File: config.mk
export PLATFORM = sky130hd
export DESIGN_NAME = port_six_pin_function_select
export DESIGN_NICKNAME = d
export VERILOG_FILES = /design/src/verilog/pin_mux_pkg.sv /design/src/verilog/port_six_pin_function_select.sv
export VERILOG_INCLUDE_DIRS = /design/src /design/src/verilog
export SDC_FILE = /design/constraint.sdc
export NUM_CORES = 1
export LEC_CHECK = 0
export BUFFER_PORTS_ARGS = -buffer_cell sky130_fd_sc_hd__buf_2
export CELL_PAD_IN_SITES_DETAIL_PLACEMENT = 0
export CELL_PAD_IN_SITES_GLOBAL_PLACEMENT = 1
export CORE_MARGIN = 2
export CORE_UTILIZATION = 30
export DETAILED_ROUTE_END_ITERATION = 10
export GPL_ROUTABILITY_DRIVEN = 0
export PLACE_DENSITY = 0.72
export RECOVER_POWER = 50
export SETUP_SLACK_MARGIN = 0.05
export SYNTH_ARGS = -nofsm -noshare
export SYNTH_HDL_FRONTEND = slang
export SYNTH_SLANG_ARGS = --single-unit
export TNS_END_PERCENT = 50
File: constraint.sdc
create_clock -name core_clk -period 1.7 [get_ports core_clk]
set_input_delay 0.17 -clock core_clk [delete_from_list [all_inputs] [get_ports core_clk]]
set_output_delay 0.17 -clock core_clk [all_outputs]
set_load 0.01 [all_outputs]
File: src/verilog/pin_mux_defines.svh
`ifndef PIN_MUX_DEFINES_SVH
`define PIN_MUX_DEFINES_SVH

// Register indices on the plain register port
`define REG_PORT6_DATA 4'h0
`define REG_PORT6_DIR 4'h1
`define REG_PERIPH_CTRL 4'h2
`define REG_PORT6_PIN 4'h3
`define REG_PORT_E_DRIVER_TYPE 4'h4
`define REG_PORT_F_DRIVER_TYPE 4'h5
`define REG_PORT_E_DATA 4'h6
`define REG_PORT_E_DIR 4'h7
`define REG_PORT_F_DATA 4'h8
`define REG_PORT_F_DIR 4'h9

// Peripheral control field positions
`define CTL_TIMER_OUT_B_ENABLE 0
`define CTL_TIMER_OUT_A_ENABLE 1
`define CTL_CLAMP_OUTPUT_ENABLE 2
`define CTL_VSYNC_OUTPUT_ENABLE 3
`define CTL_EXT_IRQ6_ENABLE 4
`define CTL_KEYBOARD_MASK_BIT6 5
`define CTL_CLOCK_SELECT_LO 6
`define CTL_CLOCK_SELECT_HI 7

// Reset values
`define RESET_BYTE 8'h00

`endif

File: src/verilog/pin_mux_pkg.sv
package pin_mux_pkg;

  typedef logic [7:0] byte_t;

  // Register-bank state of the pin mux
  typedef struct packed {
    byte_t port6_data;
    byte_t port6_dir;
    byte_t periph_ctrl;
    byte_t port_e_driver_type;
    byte_t port_f_driver_type;
    byte_t port_e_data;
    byte_t port_e_dir;
    byte_t port_f_data;
    byte_t port_f_dir;
    byte_t rdata;
    byte_t pin_s2;
    byte_t pin_s3;
    byte_t pin_stable;
  } pin_mux_state_s;

endpackage

File: src/verilog/port_six_pin_function_select.sv
`timescale 1ns/1ps
`include "pin_mux_defines.svh"

module port_six_pin_function_select (
  // Clock and reset
  input wire logic core_clk,
  input wire logic arst_n,
  // Register port
  input wire logic [3:0] reg_addr,
  input wire logic [7:0] reg_wdata,
  input wire logic reg_write,
  input wire logic reg_read,
  output logic [7:0] reg_rdata,
  // Port six pins
  input wire logic [7:0] port6_pin_in,
  output logic [7:0] port6_pin_out,
  output logic [7:0] port6_pin_oe_n,
  // Port E and port F pins, open-drain capable
  input wire logic [7:0] port_e_pin_in,
  output logic [7:0] port_e_pin_out,
  output logic [7:0] port_e_pin_oe_n,
  input wire logic [7:0] port_f_pin_in,
  output logic [7:0] port_f_pin_out,
  output logic [7:0] port_f_pin_oe_n,
  // Peripheral outputs steered onto port six
  input wire logic timer_compare_a_out,
  input wire logic timer_compare_b_out,
  input wire logic clamp_out,
  input wire logic vertical_sync_out,
  // Peripheral inputs taken from port six
  output logic [7:0] keyboard_in_n,
  output logic [7:0] compare_in,
  output logic ext_irq6_in_n,
  output logic timer_capture_a_in,
  output logic timer_capture_b_in,
  output logic timer_capture_c_in,
  output logic timer_capture_d_in,
  output logic timer_ext_clock_in,
  output logic first_timer_clock_in,
  output logic second_timer_clock_in,
  output logic vertical_sync_in,
  output logic vertical_feedback_in,
  output logic horizontal_feedback_in
);

  pin_mux_pkg::pin_mux_state_s s_q;
  pin_mux_pkg::pin_mux_state_s s_d;

  logic timer_out_b_enable;
  logic timer_out_a_enable;
  logic clamp_output_enable;
  logic vsync_output_enable;
  logic ext_irq6_enable;
  logic keyboard_mask_bit6;
  logic timer_clock_select_hi;
  logic timer_clock_select_lo;
  logic [7:0] drive_en;
  logic [7:0] drive_val;
  logic [7:0] pin_s1_q;

  // Driver-type mapping for an open-drain capable port
  function automatic logic [7:0] od_oe_n(input logic [7:0] dir,
                                         input logic [7:0] nch,
                                         input logic [7:0] val);
    od_oe_n = ~(dir & ~(nch & val));
  endfunction

  // Control field decode
  assign timer_out_b_enable = s_q.periph_ctrl[`CTL_TIMER_OUT_B_ENABLE];
  assign timer_out_a_enable = s_q.periph_ctrl[`CTL_TIMER_OUT_A_ENABLE];
  assign clamp_output_enable = s_q.periph_ctrl[`CTL_CLAMP_OUTPUT_ENABLE];
  assign vsync_output_enable = s_q.periph_ctrl[`CTL_VSYNC_OUTPUT_ENABLE];
  assign ext_irq6_enable = s_q.periph_ctrl[`CTL_EXT_IRQ6_ENABLE];
  assign keyboard_mask_bit6 = s_q.periph_ctrl[`CTL_KEYBOARD_MASK_BIT6];
  assign timer_clock_select_lo = s_q.periph_ctrl[`CTL_CLOCK_SELECT_LO];
  assign timer_clock_select_hi = s_q.periph_ctrl[`CTL_CLOCK_SELECT_HI];

  // Port six output selection per pin
  always_comb begin
    drive_en = s_q.port6_dir;
    drive_val = s_q.port6_data;
    if (timer_out_b_enable) begin
      drive_en[6] = 1'b1;
      drive_val[6] = timer_compare_b_out;
    end else begin
      drive_en[6] = s_q.port6_dir[6];
    end
    if (clamp_output_enable) begin
      drive_en[4] = 1'b1;
      drive_val[4] = clamp_out;
    end else begin
      drive_en[4] = s_q.port6_dir[4];
    end
    if (vsync_output_enable) begin
      drive_en[1] = 1'b1;
      drive_val[1] = vertical_sync_out;
    end else if (timer_out_a_enable) begin
      drive_en[1] = 1'b1;
      drive_val[1] = timer_compare_a_out;
    end
  end

  // Pin drivers
  assign port6_pin_out = drive_val;
  assign port6_pin_oe_n = ~drive_en;
  assign port_e_pin_out = s_q.port_e_data;
  assign port_f_pin_out = s_q.port_f_data;
  assign port_e_pin_oe_n = od_oe_n(s_q.port_e_dir, s_q.port_e_driver_type,
                                   s_q.port_e_data);
  assign port_f_pin_oe_n = od_oe_n(s_q.port_f_dir, s_q.port_f_driver_type,
                                   s_q.port_f_data);

  // Peripheral inputs from the filtered pin levels
  assign keyboard_in_n = s_q.pin_stable;
  assign compare_in = s_q.pin_stable;
  assign ext_irq6_in_n = (ext_irq6_enable && !keyboard_mask_bit6) ?
                         s_q.pin_stable[6] : 1'b1;
  assign timer_capture_d_in = s_q.pin_stable[5];
  assign timer_capture_c_in = s_q.pin_stable[4];
  assign timer_capture_b_in = s_q.pin_stable[3];
  assign vertical_feedback_in = s_q.pin_stable[3];
  assign timer_capture_a_in = s_q.pin_stable[2];
  assign vertical_sync_in = s_q.pin_stable[2];
  assign second_timer_clock_in = s_q.pin_stable[2];
  assign timer_ext_clock_in = (timer_clock_select_hi &&
                               timer_clock_select_lo) ?
                              s_q.pin_stable[0] : 1'b0;
  assign first_timer_clock_in = s_q.pin_stable[0];
  assign horizontal_feedback_in = s_q.pin_stable[0];
  assign reg_rdata = s_q.rdata;

  // Register writes, reads and pin synchroniser
  always_comb begin
    s_d = s_q;
    s_d.pin_s2 = pin_s1_q;
    s_d.pin_s3 = s_q.pin_s2;
    for (int i = 0; i < 8; i++) begin
      if (s_q.pin_s2[i] == s_q.pin_s3[i]) begin
        s_d.pin_stable[i] = s_q.pin_s3[i];
      end
    end
    if (reg_write) begin
      case (reg_addr)
        `REG_PORT6_DATA: s_d.port6_data = reg_wdata;
        `REG_PORT6_DIR: s_d.port6_dir = reg_wdata;
        `REG_PERIPH_CTRL: s_d.periph_ctrl = reg_wdata;
        `REG_PORT_E_DRIVER_TYPE: s_d.port_e_driver_type = reg_wdata;
        `REG_PORT_F_DRIVER_TYPE: s_d.port_f_driver_type = reg_wdata;
        `REG_PORT_E_DATA: s_d.port_e_data = reg_wdata;
        `REG_PORT_E_DIR: s_d.port_e_dir = reg_wdata;
        `REG_PORT_F_DATA: s_d.port_f_data = reg_wdata;
        `REG_PORT_F_DIR: s_d.port_f_dir = reg_wdata;
        default: begin
        end
      endcase
    end
    s_d.rdata = `RESET_BYTE;
    if (reg_read) begin
      case (reg_addr)
        `REG_PORT6_DATA: s_d.rdata = s_q.port6_data;
        `REG_PORT6_DIR: s_d.rdata = s_q.port6_dir;
        `REG_PERIPH_CTRL: s_d.rdata = s_q.periph_ctrl;
        `REG_PORT6_PIN: s_d.rdata = s_q.pin_stable;
        `REG_PORT_E_DRIVER_TYPE: s_d.rdata = s_q.port_e_driver_type;
        `REG_PORT_F_DRIVER_TYPE: s_d.rdata = s_q.port_f_driver_type;
        `REG_PORT_E_DATA: s_d.rdata = s_q.port_e_data;
        `REG_PORT_E_DIR: s_d.rdata = s_q.port_e_dir;
        `REG_PORT_F_DATA: s_d.rdata = s_q.port_f_data;
        `REG_PORT_F_DIR: s_d.rdata = s_q.port_f_dir;
        default: s_d.rdata = `RESET_BYTE;
      endcase
    end
  end

  // State register
  always_ff @(posedge core_clk or negedge arst_n) begin
    if (!arst_n) begin
      s_q <= '0;
    end else begin
      s_q <= s_d;
    end
  end

  // First synchroniser stage, read only by the second
  always_ff @(posedge core_clk or negedge arst_n) begin
    if (!arst_n) begin
      pin_s1_q <= `RESET_BYTE;
    end else begin
      pin_s1_q <= port6_pin_in;
    end
  end

endmodule
==> metrics, run 1 <==
max-slew violation count 0; mean area per synthesized cell between 10 and 15 µm²; largest net degree at the start of global routing between 100 and 150; Setup violations, final 0; crit path DAT 1.33 ns; Post-CTS Setup Repair Bufs 0; final setup skew 0.01177 ns; share of the synthesized area in the top cell type 0.5297; DRC 0; hold slack around 0.13 ns; Comb power frac 0.226; max_slew headroom 0.2977; post-DR vias/cell around 4.9; CTS Buf Count 9; cell-internal power 5.042 mW; most frequent cells in the layout dfrtp_1, buf_2, mux2_2; CP delay by family, top flip-flops; fin crit share 0.8795; Gates resized, CTS repair 0; number of global-route vias before repair roughly 3800; HP Class in2reg; Final Hold Viols 0; row count 48; EDFF count, synth 0; Worst Path Max Fanout 4; final WL 14510 µm; Mapped Area roughly 5300 µm²; Die H about 140 µm; CTS tree yes; Pre-Repair DR Iteration Count 5; Max Clk Rate about 670 MHz; root buffer cell clkbuf_16; Max Cap Viol 0; post-DP HPWL 10450 µm; PwrDens between 1000 and 1500 nW/µm²; post-cts hold buffer count 9; Congestion Overflow GR 0; Synth Warn # 0; critical setup path kind reg2out; share of total power in the clock network 0.288; VDD IR-drop max slightly below 500 µV; ys flop type dfrtp_1; Async SR Flop Fraction 1.000; critical path endpoint category primary output; Final nets 576; Synth area leader dfrtp_1; ant diodes 0; first-iteration detailed-routing DRC count approximately 340; H-tree levels 3; initial antenna violation count 0; CP max stage cell dfrtp_1; Crit path largest cell delay ~0.46 ns; Final min period around 1.5 ns; initial core utilization 0.3059; final core utilization 0.3685; Post-Syn Instances approximately 430; Reg clk slew, reported paths approximately 0.080 ns; leak pwr about 2.9 nW; antenna-violating nets left 0; switching power as a share of total power 0.3076; I/O Pins approximately 130; Synth Net Count around 470; setup_tns 0 ns; clock buffer depth 2; synth-to-layout area growth 20.45%; IO buf count 110; FILL cells between 1500 and 2000; Seq pwr share 0.486; via count between 3000 and 4000; ranking of synthesized cells by area dfrtp_1, mux2_2, buf_4, nand2_1, maj3_1; core area 17300 µm²; Worst Path Required 1.53 ns; Startpoint Class flip-flop; Yosys cell types 50; worst path cell trace mux2_2 > buf_2; worst-skew pair later-pin latency roughly 0.37 ns; RSZ-0062 raised after global routing false; worst slew pin tran 1.053 ns; layout cells sized above 1 0.4730; Clock Sink Count 112; most common cell after layout, fill and taps aside dfrtp_1; wire per inst between 15 and 20 µm; Critical path buffers and inverters 1; global-route wire length before repair between 20000 and 25000 µm; #FFs+latches synth around 110; gr usage total 0.1602; register area share after synthesis 0.5297; DIE AREA 18720 µm²; P_sw 2.240 mW; status completed; Die Wd about 140 µm
-- layer usage --
metal	global-route usage	vias up	routed length, µm
met4	0.05498	0	295
met3	0.03667	25	887
met5	0	-	0
li1	-	1682	-
met2	0.2408	139	6709
met1	0.2273	1922	6614
-- worst min-delay path: stages --
cell,delay (ns)
buf_2,0.12
nand2_1,0.05
o32ai_1,0.09
-- power groups by stage --
stage          sequential, mW  clock, mW  combinational, mW
6_report                 3.54       2.10               1.64
5_1_grt                  3.62       2.26               1.80
4_1_cts                  3.54       2.17               1.68
3_5_place_dp             3.59          0               1.66
3_3_place_gp             3.57          0               1.62
2_1_floorplan            3.44          0               1.20
-- worst paths after layout --
kind                                       startpoint                endpoint  slack [ns]  depth (start not counted)
worst max-delay path              s_q[80]$_DFFE_PN0P_        port6_pin_out[6]        0.20                          2
worst min-delay path                         reg_read  reg_rdata[6]$_DFF_PN0_        0.13                          3
worst max register to register    s_q[37]$_DFFE_PN0P_  reg_rdata[5]$_DFF_PN0_        0.25                          3
worst min register to register  pin_s1_q[3]$_DFF_PN0_       s_d[11]$_DFF_PN0_        0.35                          0
max in group asynchronous                      arst_n     s_q[89]$_DFFE_PN0P_        0.38                          3
min in group asynchronous                      arst_n   pin_s1_q[4]$_DFF_PN0_        0.58                          3
-- cells by family (layout without fill, tap and decap cells) --
family	count (synthesis)	in the layout	synth area share
compound gates	52	52	0.07543
fa+ha+maj	8	8	0.01513
simple gates	96	96	0.1052
mux	85	85	0.1828
flops	112	112	0.5297
buf+inv	72	184	0.09175
-- cell usage after synthesis, types with 2 or more instances --
cell type  number
nor2b_1         6
inv_1           6
nor3b_4         3
buf_2          13
a31oi_1         3
nand2_1        47
a21oi_1         7
and2_1          2
nand3b_1        2
a22o_1          6
a32oi_1         7
nor2_1         10
nand2b_1        2
nand2_2         3
dfrtp_1       112
and3_1          2
nand3_1         2
a222oi_1        3
a22oi_1         5
mux2_1          2
or2_2           2
nor3_1          2
a32o_1          5
o21ai_0         7
buf_4          51
o22a_1          2
mux2_2         81
maj3_1          8
nor3b_1         3
-- flip-flops by register name, indices dropped and copies added (netlist names) --
register	flops
port_e_pin_out	8
compare_in	8
port6_pin_out	5
keyboard_mask_bit6	1
port_f_pin_out	8
pin_s1_q	8
drive_en	5
ext_irq6_enable	1
s_q	51
reg_rdata	8
clamp_output_enable	1
s_d	8
-- area by class of cell --
| class | count | area, µm² | share of cell area |
|---|---|---|---|
| timing repair buffer | 162 | 970.9 | 0.1523 |
| sequential | 112 | 2803 | 0.4397 |
| multi-input combinational | 241 | 2003 | 0.3143 |
| inverter | 6 | 22.52 | 0.003534 |
| clock inverter | 5 | 40.04 | 0.006282 |
| tap | 225 | 281.5 | 0.04417 |
| clock buffer | 11 | 252.7 | 0.03965 |
-- through the flow --
| stage | power [mW] | setup slack, ns | area (µm²) | cells |
|---|---|---|---|---|
| 2_1_floorplan | 4.640 | 0.4367 | 5291 | 425 |
| 3_3_place_gp | 5.187 | 0.01839 | 6011 | 737 |
| 3_5_place_dp | 5.248 | -0.02098 | 6011 | 737 |
| 4_1_cts | 7.388 | 0.1917 | 6394 | 762 |
| 5_1_grt | 7.670 | 0.1682 | 6374 | 762 |
| 6_report | 7.282 | 0.2048 | 6374 | 762 |
Power figures use the tool's default switching activity.
==> run 2: changes to the inputs <==
--- a/config.mk
+++ b/config.mk
@@ -6,14 +6,15 @@
 export SDC_FILE = /design/constraint.sdc
 export NUM_CORES = 1
 export LEC_CHECK = 0
+export ABC_AREA = 1
 export BUFFER_PORTS_ARGS = -buffer_cell sky130_fd_sc_hd__buf_2
 export CELL_PAD_IN_SITES_DETAIL_PLACEMENT = 0
 export CELL_PAD_IN_SITES_GLOBAL_PLACEMENT = 1
-export CORE_MARGIN = 2
+export CORE_MARGIN = 3
 export CORE_UTILIZATION = 30
 export DETAILED_ROUTE_END_ITERATION = 10
 export GPL_ROUTABILITY_DRIVEN = 0
-export PLACE_DENSITY = 0.72
+export PLACE_DENSITY = 0.75
 export RECOVER_POWER = 50
 export SETUP_SLACK_MARGIN = 0.05
 export SYNTH_ARGS = -nofsm -noshare
==> run 2 against run 1 <==
Compared with the run above:
- area after synthesis is 2.2% lower
- wire length fell by 4.5%
- clock power decreased by 8%
- via count is 6.5% higher
- non-clock buffer count is 32 lower
- sequential cell count is the same
- worst hold slack got worse by 0.038 ns
==> metrics, run 2 <==
Gates resized, CTS repair 0; H-tree levels 3; critical setup path kind reg2out; Worst Path Required around 1.5 ns; Yosys cell types 22; Synth Net Count 632; most frequent cells in the layout nand2_1, dfrtp_1, buf_2; fin crit share 0.8639; most common cell in the netlist nand2_1; IO buf count 110; crit path DAT about 1.3 ns; first-iteration detailed-routing DRC count between 300 and 400; Worst Path Max Fanout 4; Max Cap Viol 0; gr usage total 0.1558; global-route wire length before repair around 22000 µm; final WL ~14000 µm; Startpoint Class flip-flop; FILL cells approximately 1800; initial antenna violation count 0; CTS Buf Count 9; initial core utilization 0.3088; status completed; total chip power between 6 and 7 mW; share of the synthesized area in the top cell type 0.5416; placed instance area between 5000 and 6000 µm²; critical path endpoint category primary output; cell area after layout 5943 µm²; HP Class in2reg; Async SR Flop Fraction 1.000; most common cell after layout, fill and taps aside nand2_1; #FFs+latches synth 112; max reg flops 51; register area share after synthesis 0.5416; Synth area leader dfrtp_1; Mapped Area approximately 5200 µm²; Die H between 100 and 150 µm; wire per inst between 15 and 20 µm; Post-Syn Instances ~600; largest net degree at the start of global routing 43; worst slew pin tran between 0.8 and 0.9 ns; post-DP HPWL 10220 µm; worst-skew pair later-pin latency between 0.3 and 0.4 ns; Synth top cells by count nand2_1, dfrtp_1, nand3_1; row count 47; PwrDens roughly 1100 nW/µm²; mean area per synthesized cell 8.801 µm²; Clock Sink Count roughly 110; Synth Warn # 0; EDFF count, synth 0; Final nets 703; Max Clk Rate about 680 MHz; max_slew headroom 0.4626; root buffer cell clkbuf_16; final setup skew ~0.013 ns; Die Wd between 100 and 150 µm; hold slack around 0.089 ns; antenna-violating nets left 0; CTS tree yes; ant diodes 0; ys flop type dfrtp_1; DRC 0; VDD IR-drop max between 700 and 800 µV; I/O Pins about 130; core area between 15000 and 20000 µm²; Reg with most FFs s_q; worst reg2reg path depth 6; DIE AREA ~19000 µm²; ranking of synthesized cells by area dfrtp_1, nand2_1, buf_4, nand3_1, o21ai_0; post-DR vias/cell about 4.5; synth-to-layout area growth 14.85%; RSZ-0062 raised after global routing false; Pre-Repair DR Iteration Count 5; clock buffer depth 2; Reg clk slew, reported paths 0.07 ns; hold path cells 3; setup_tns 0 ns; Setup violations, final 0; Final Hold Viols 0; Final min period 1.469 ns; max-slew violation count 0; Congestion Overflow GR 0; via count approximately 4000; number of global-route vias before repair approximately 3900; leak pwr 3.034 nW; layout cells sized above 1 0.2251
[run 2: changes by cell type after synthesis, sizes merged, moves of 18 or more]
cell / before / now
inv: 6 / 35
mux2: 83 / 2
nand2: 50 / 178
nand3: 2 / 78
nor2: 10 / 28
o21ai: 7 / 74
[run 2: final cells by class]
class	instances	area [µm²]	share of cell area
well taps	220	275.3	0.04632
inverters	36	135.1	0.02274
repair buffers	130	740.7	0.1246
multi-input cells	370	1728	0.2907
clock inverters	4	22.52	0.003789
flip-flops and latches	112	2803	0.4716
clock buffers	10	239.0	0.04021
[run 2: what timing repair did]
item,in CTS,in global routing
hold endpoints to repair,26,0
setup buffers,0,0
hold buffers,9,0
[run 2: metal layers]
metal,global-route usage,share of wire,up-vias
met4,0.03825,0.011,0
li1,-,-,1992
met1,0.2116,0.45,1889
met2,0.2504,0.47,118
met3,0.03908,0.063,13
met5,0,0,-
[run 2: final timing paths]
path / start / end / slack, ns
worst max-delay path: s_q[80]$_DFFE_PN0P_ / port6_pin_out[6] / 0.23
worst min-delay path: reg_read / reg_rdata[4]$_DFF_PN0_ / 0.09
worst min register to register: pin_s1_q[6]$_DFF_PN0_ / s_d[14]$_DFF_PN0_ / 0.35
max in group asynchronous: arst_n / s_q[54]$_DFFE_PN0P_ / 0.40
worst max register to register: compare_in[0]$_DFFE_PN0N_ / reg_rdata[0]$_DFF_PN0_ / 0.53
min in group asynchronous: arst_n / s_q[94]$_DFFE_PN0P_ / 0.22
[run 2: stage by stage]
step                      setup WS (ns)  utilization  instances
after CTS                        0.2192       0.3570        882
after global placement           0.2924       0.3360        859
after floorplan                  0.6013            -        588
final                            0.2314       0.3546        882
after detailed placement         0.2469       0.3360        859
after global routing             0.1524       0.3546        882
[run 2: power breakdown]
part | leakage (nW) | internal, mW | switching (mW)
sequential | 1.40 | 3.08 | 0.389
combinational | 1.51 | 0.528 | 0.766
clock | 0.130 | 1.01 | 0.920
total | 3.03 | 4.62 | 2.08
[run 2: cell families after synthesis]
family	Yosys count	synth area share
multiplexers	2	0.004352
flip-flops	112	0.5416
adder cells (fa/ha/maj)	8	0.01547
AND/OR/NAND/NOR	286	0.2459
buffers and inverters	106	0.1211
AO/OA/AOI/OAI	74	0.07157
[run 2: critical path, cell delays in order (launching register included)]
cell and delay, ns:
dfrtp_1 0.45, mux2_2 0.35, buf_2 0.14
==> run 3: changes to the inputs <==
==> constraint.sdc (replaced) <==
create_clock -name core_clk -period 1.7 [get_ports core_clk]
set_input_delay 0.17 -clock core_clk [delete_from_list [all_inputs] [get_ports core_clk]]
set_output_delay 0.17 -clock core_clk [all_outputs]
set_load 0.05 [all_outputs]
==> run 3 against run 2 <==
Compared with the run above:
- die area stayed put
- critical path depth unchanged
- largest cell class unchanged
- clock-buffer cell count is 1 lower
==> metrics, run 3 (synthesis gave the netlist of run 2 again) <==
share of total power in the clock network 0.269; wire per inst between 15 and 20 µm; Seq pwr share 0.437; initial core utilization 0.3088; post-DR vias/cell roughly 4.6; setup_tns 0 ns; leak pwr ~3.0 nW; antenna-violating nets left 0; via count slightly above 4000; Final Hold Viols 0; worst slew pin tran 1.004 ns; first-iteration detailed-routing DRC count approximately 260; hold path cells 3; Comb power frac 0.294; Reg with most FFs s_q; max-slew violation count 0; H-tree levels 3; Final nets ~700; Reg clk slew, reported paths approximately 0.070 ns; Post-Place Worst Slack approximately 0.21 ns; CTS tree yes; reg2reg end reg_rdata[0]$_DFF_PN0_; layout cells sized above 1 0.2254; P_sw between 3 and 4 mW; final WL about 14000 µm; placed instance area between 5000 and 6000 µm²; number of global-route vias before repair 3841; Crit. Startpoint s_q[80]$_DFFE_PN0P_; worst reg2reg path depth 6; ant diodes 0; cell-internal power around 4.8 mW; core area 16760 µm²; root buffer cell clkbuf_16; PwrDens approximately 1300 nW/µm²; Endpoint, Worst Hold reg_rdata[2]$_DFF_PN0_; post-DP HPWL 10090 µm; crit path DAT approximately 1.4 ns; most frequent cells in the layout nand2_1, dfrtp_1, buf_2; Hold Path Origin reg_read; max reg flops 51; total chip power ~7.9 mW; synth-to-layout area growth 15.11%; R2R Setup Slk ~0.54 ns; Max Clk Rate 650.5 MHz; Startpoint Class flip-flop; Max Cap Viol 0; Post-Place Cells about 860; row count 47; I/O Pins between 100 and 150; IO buf count between 100 and 150; fin crit share 0.9043; Die Wd between 100 and 150 µm; R2R Path Start compare_in[0]$_DFFE_PN0N_; initial antenna violation count 0; Worst Path Required ~1.5 ns; worst-skew pair later-pin latency around 0.36 ns; Gates resized, CTS repair 0; HP Class in2reg; critical setup path kind reg2out; final setup skew 0.01173 ns; FILL cells ~1800; CTS Buf Count 9; final core utilization 0.3554; hold slack around 0.089 ns; VDD IR-drop max roughly 890 µV; clock buffer depth 2; DIE AREA about 19000 µm²; max_slew headroom 0.3305; Clock Sink Count 112; setup ws final around 0.16 ns; cell area after layout just under 6000 µm²; DRC 0; Worst Path Max Fanout 4; Post-Layout Cell Count slightly below 900; most common cell after layout, fill and taps aside nand2_1; critical path endpoint category primary output; Congestion Overflow GR 0; global-route wire length before repair 21810 µm; switching power as a share of total power 0.4013; Final min period about 1.5 ns; Setup violations, final 0; Pre-Repair DR Iteration Count 5; gr usage total 0.1561; Die H 137.3 µm; status completed; largest net degree at the start of global routing 75; RSZ-0062 raised after global routing false
run 3: cell type report:
type / instances / area [µm²] / share of cell area
sequential: 112 / 2803 / 0.4705
timing repair buffer: 128 / 729.5 / 0.1225
clock inverter: 6 / 68.82 / 0.01155
clock buffer: 9 / 225.2 / 0.03781
tap: 220 / 275.3 / 0.04621
inverter: 36 / 135.1 / 0.02268
multi-input combinational: 370 / 1720 / 0.2888
run 3: power by group through the flow:
| stage | Sequential (mW) | Combinational [mW] | Clock [mW] |
|---|---|---|---|
| global route | 3.53 | 2.50 | 2.33 |
| global placement | 3.51 | 2.33 | 0 |
| CTS | 3.47 | 2.38 | 2.20 |
| finish | 3.47 | 2.33 | 2.14 |
| floorplan | 3.43 | 1.96 | 0 |
| detailed placement | 3.52 | 2.36 | 0 |
run 3: worst max path at each step:
stage | end | cells past startpoint
after global placement | s_q[70]$_DFFE_PN0P_ | 7
after CTS | port6_pin_out[6] | 2
after global routing | port6_pin_out[1] | 4
after floorplan | port6_pin_oe_n[1] | 1
after detailed placement | s_q[92]$_DFFE_PN0P_ | 7
final | port6_pin_out[6] | 2
run 3: timing repair:
item	4_1_cts	5_1_grt
hold buffers	9	0
hold endpoints to repair	120	0
buffers inserted	0	0
run 3: per-layer routing:
metal,part of all wire,global-route usage
met1,0.46,0.2135
met3,0.069,0.04346
met5,0,0
met2,0.46,0.2436
met4,0.015,0.04268
run 3: worst max-delay path, cell delays in order (launching register included):
cell     delay [ns]
dfrtp_1        0.44
mux2_2         0.35
buf_2          0.21
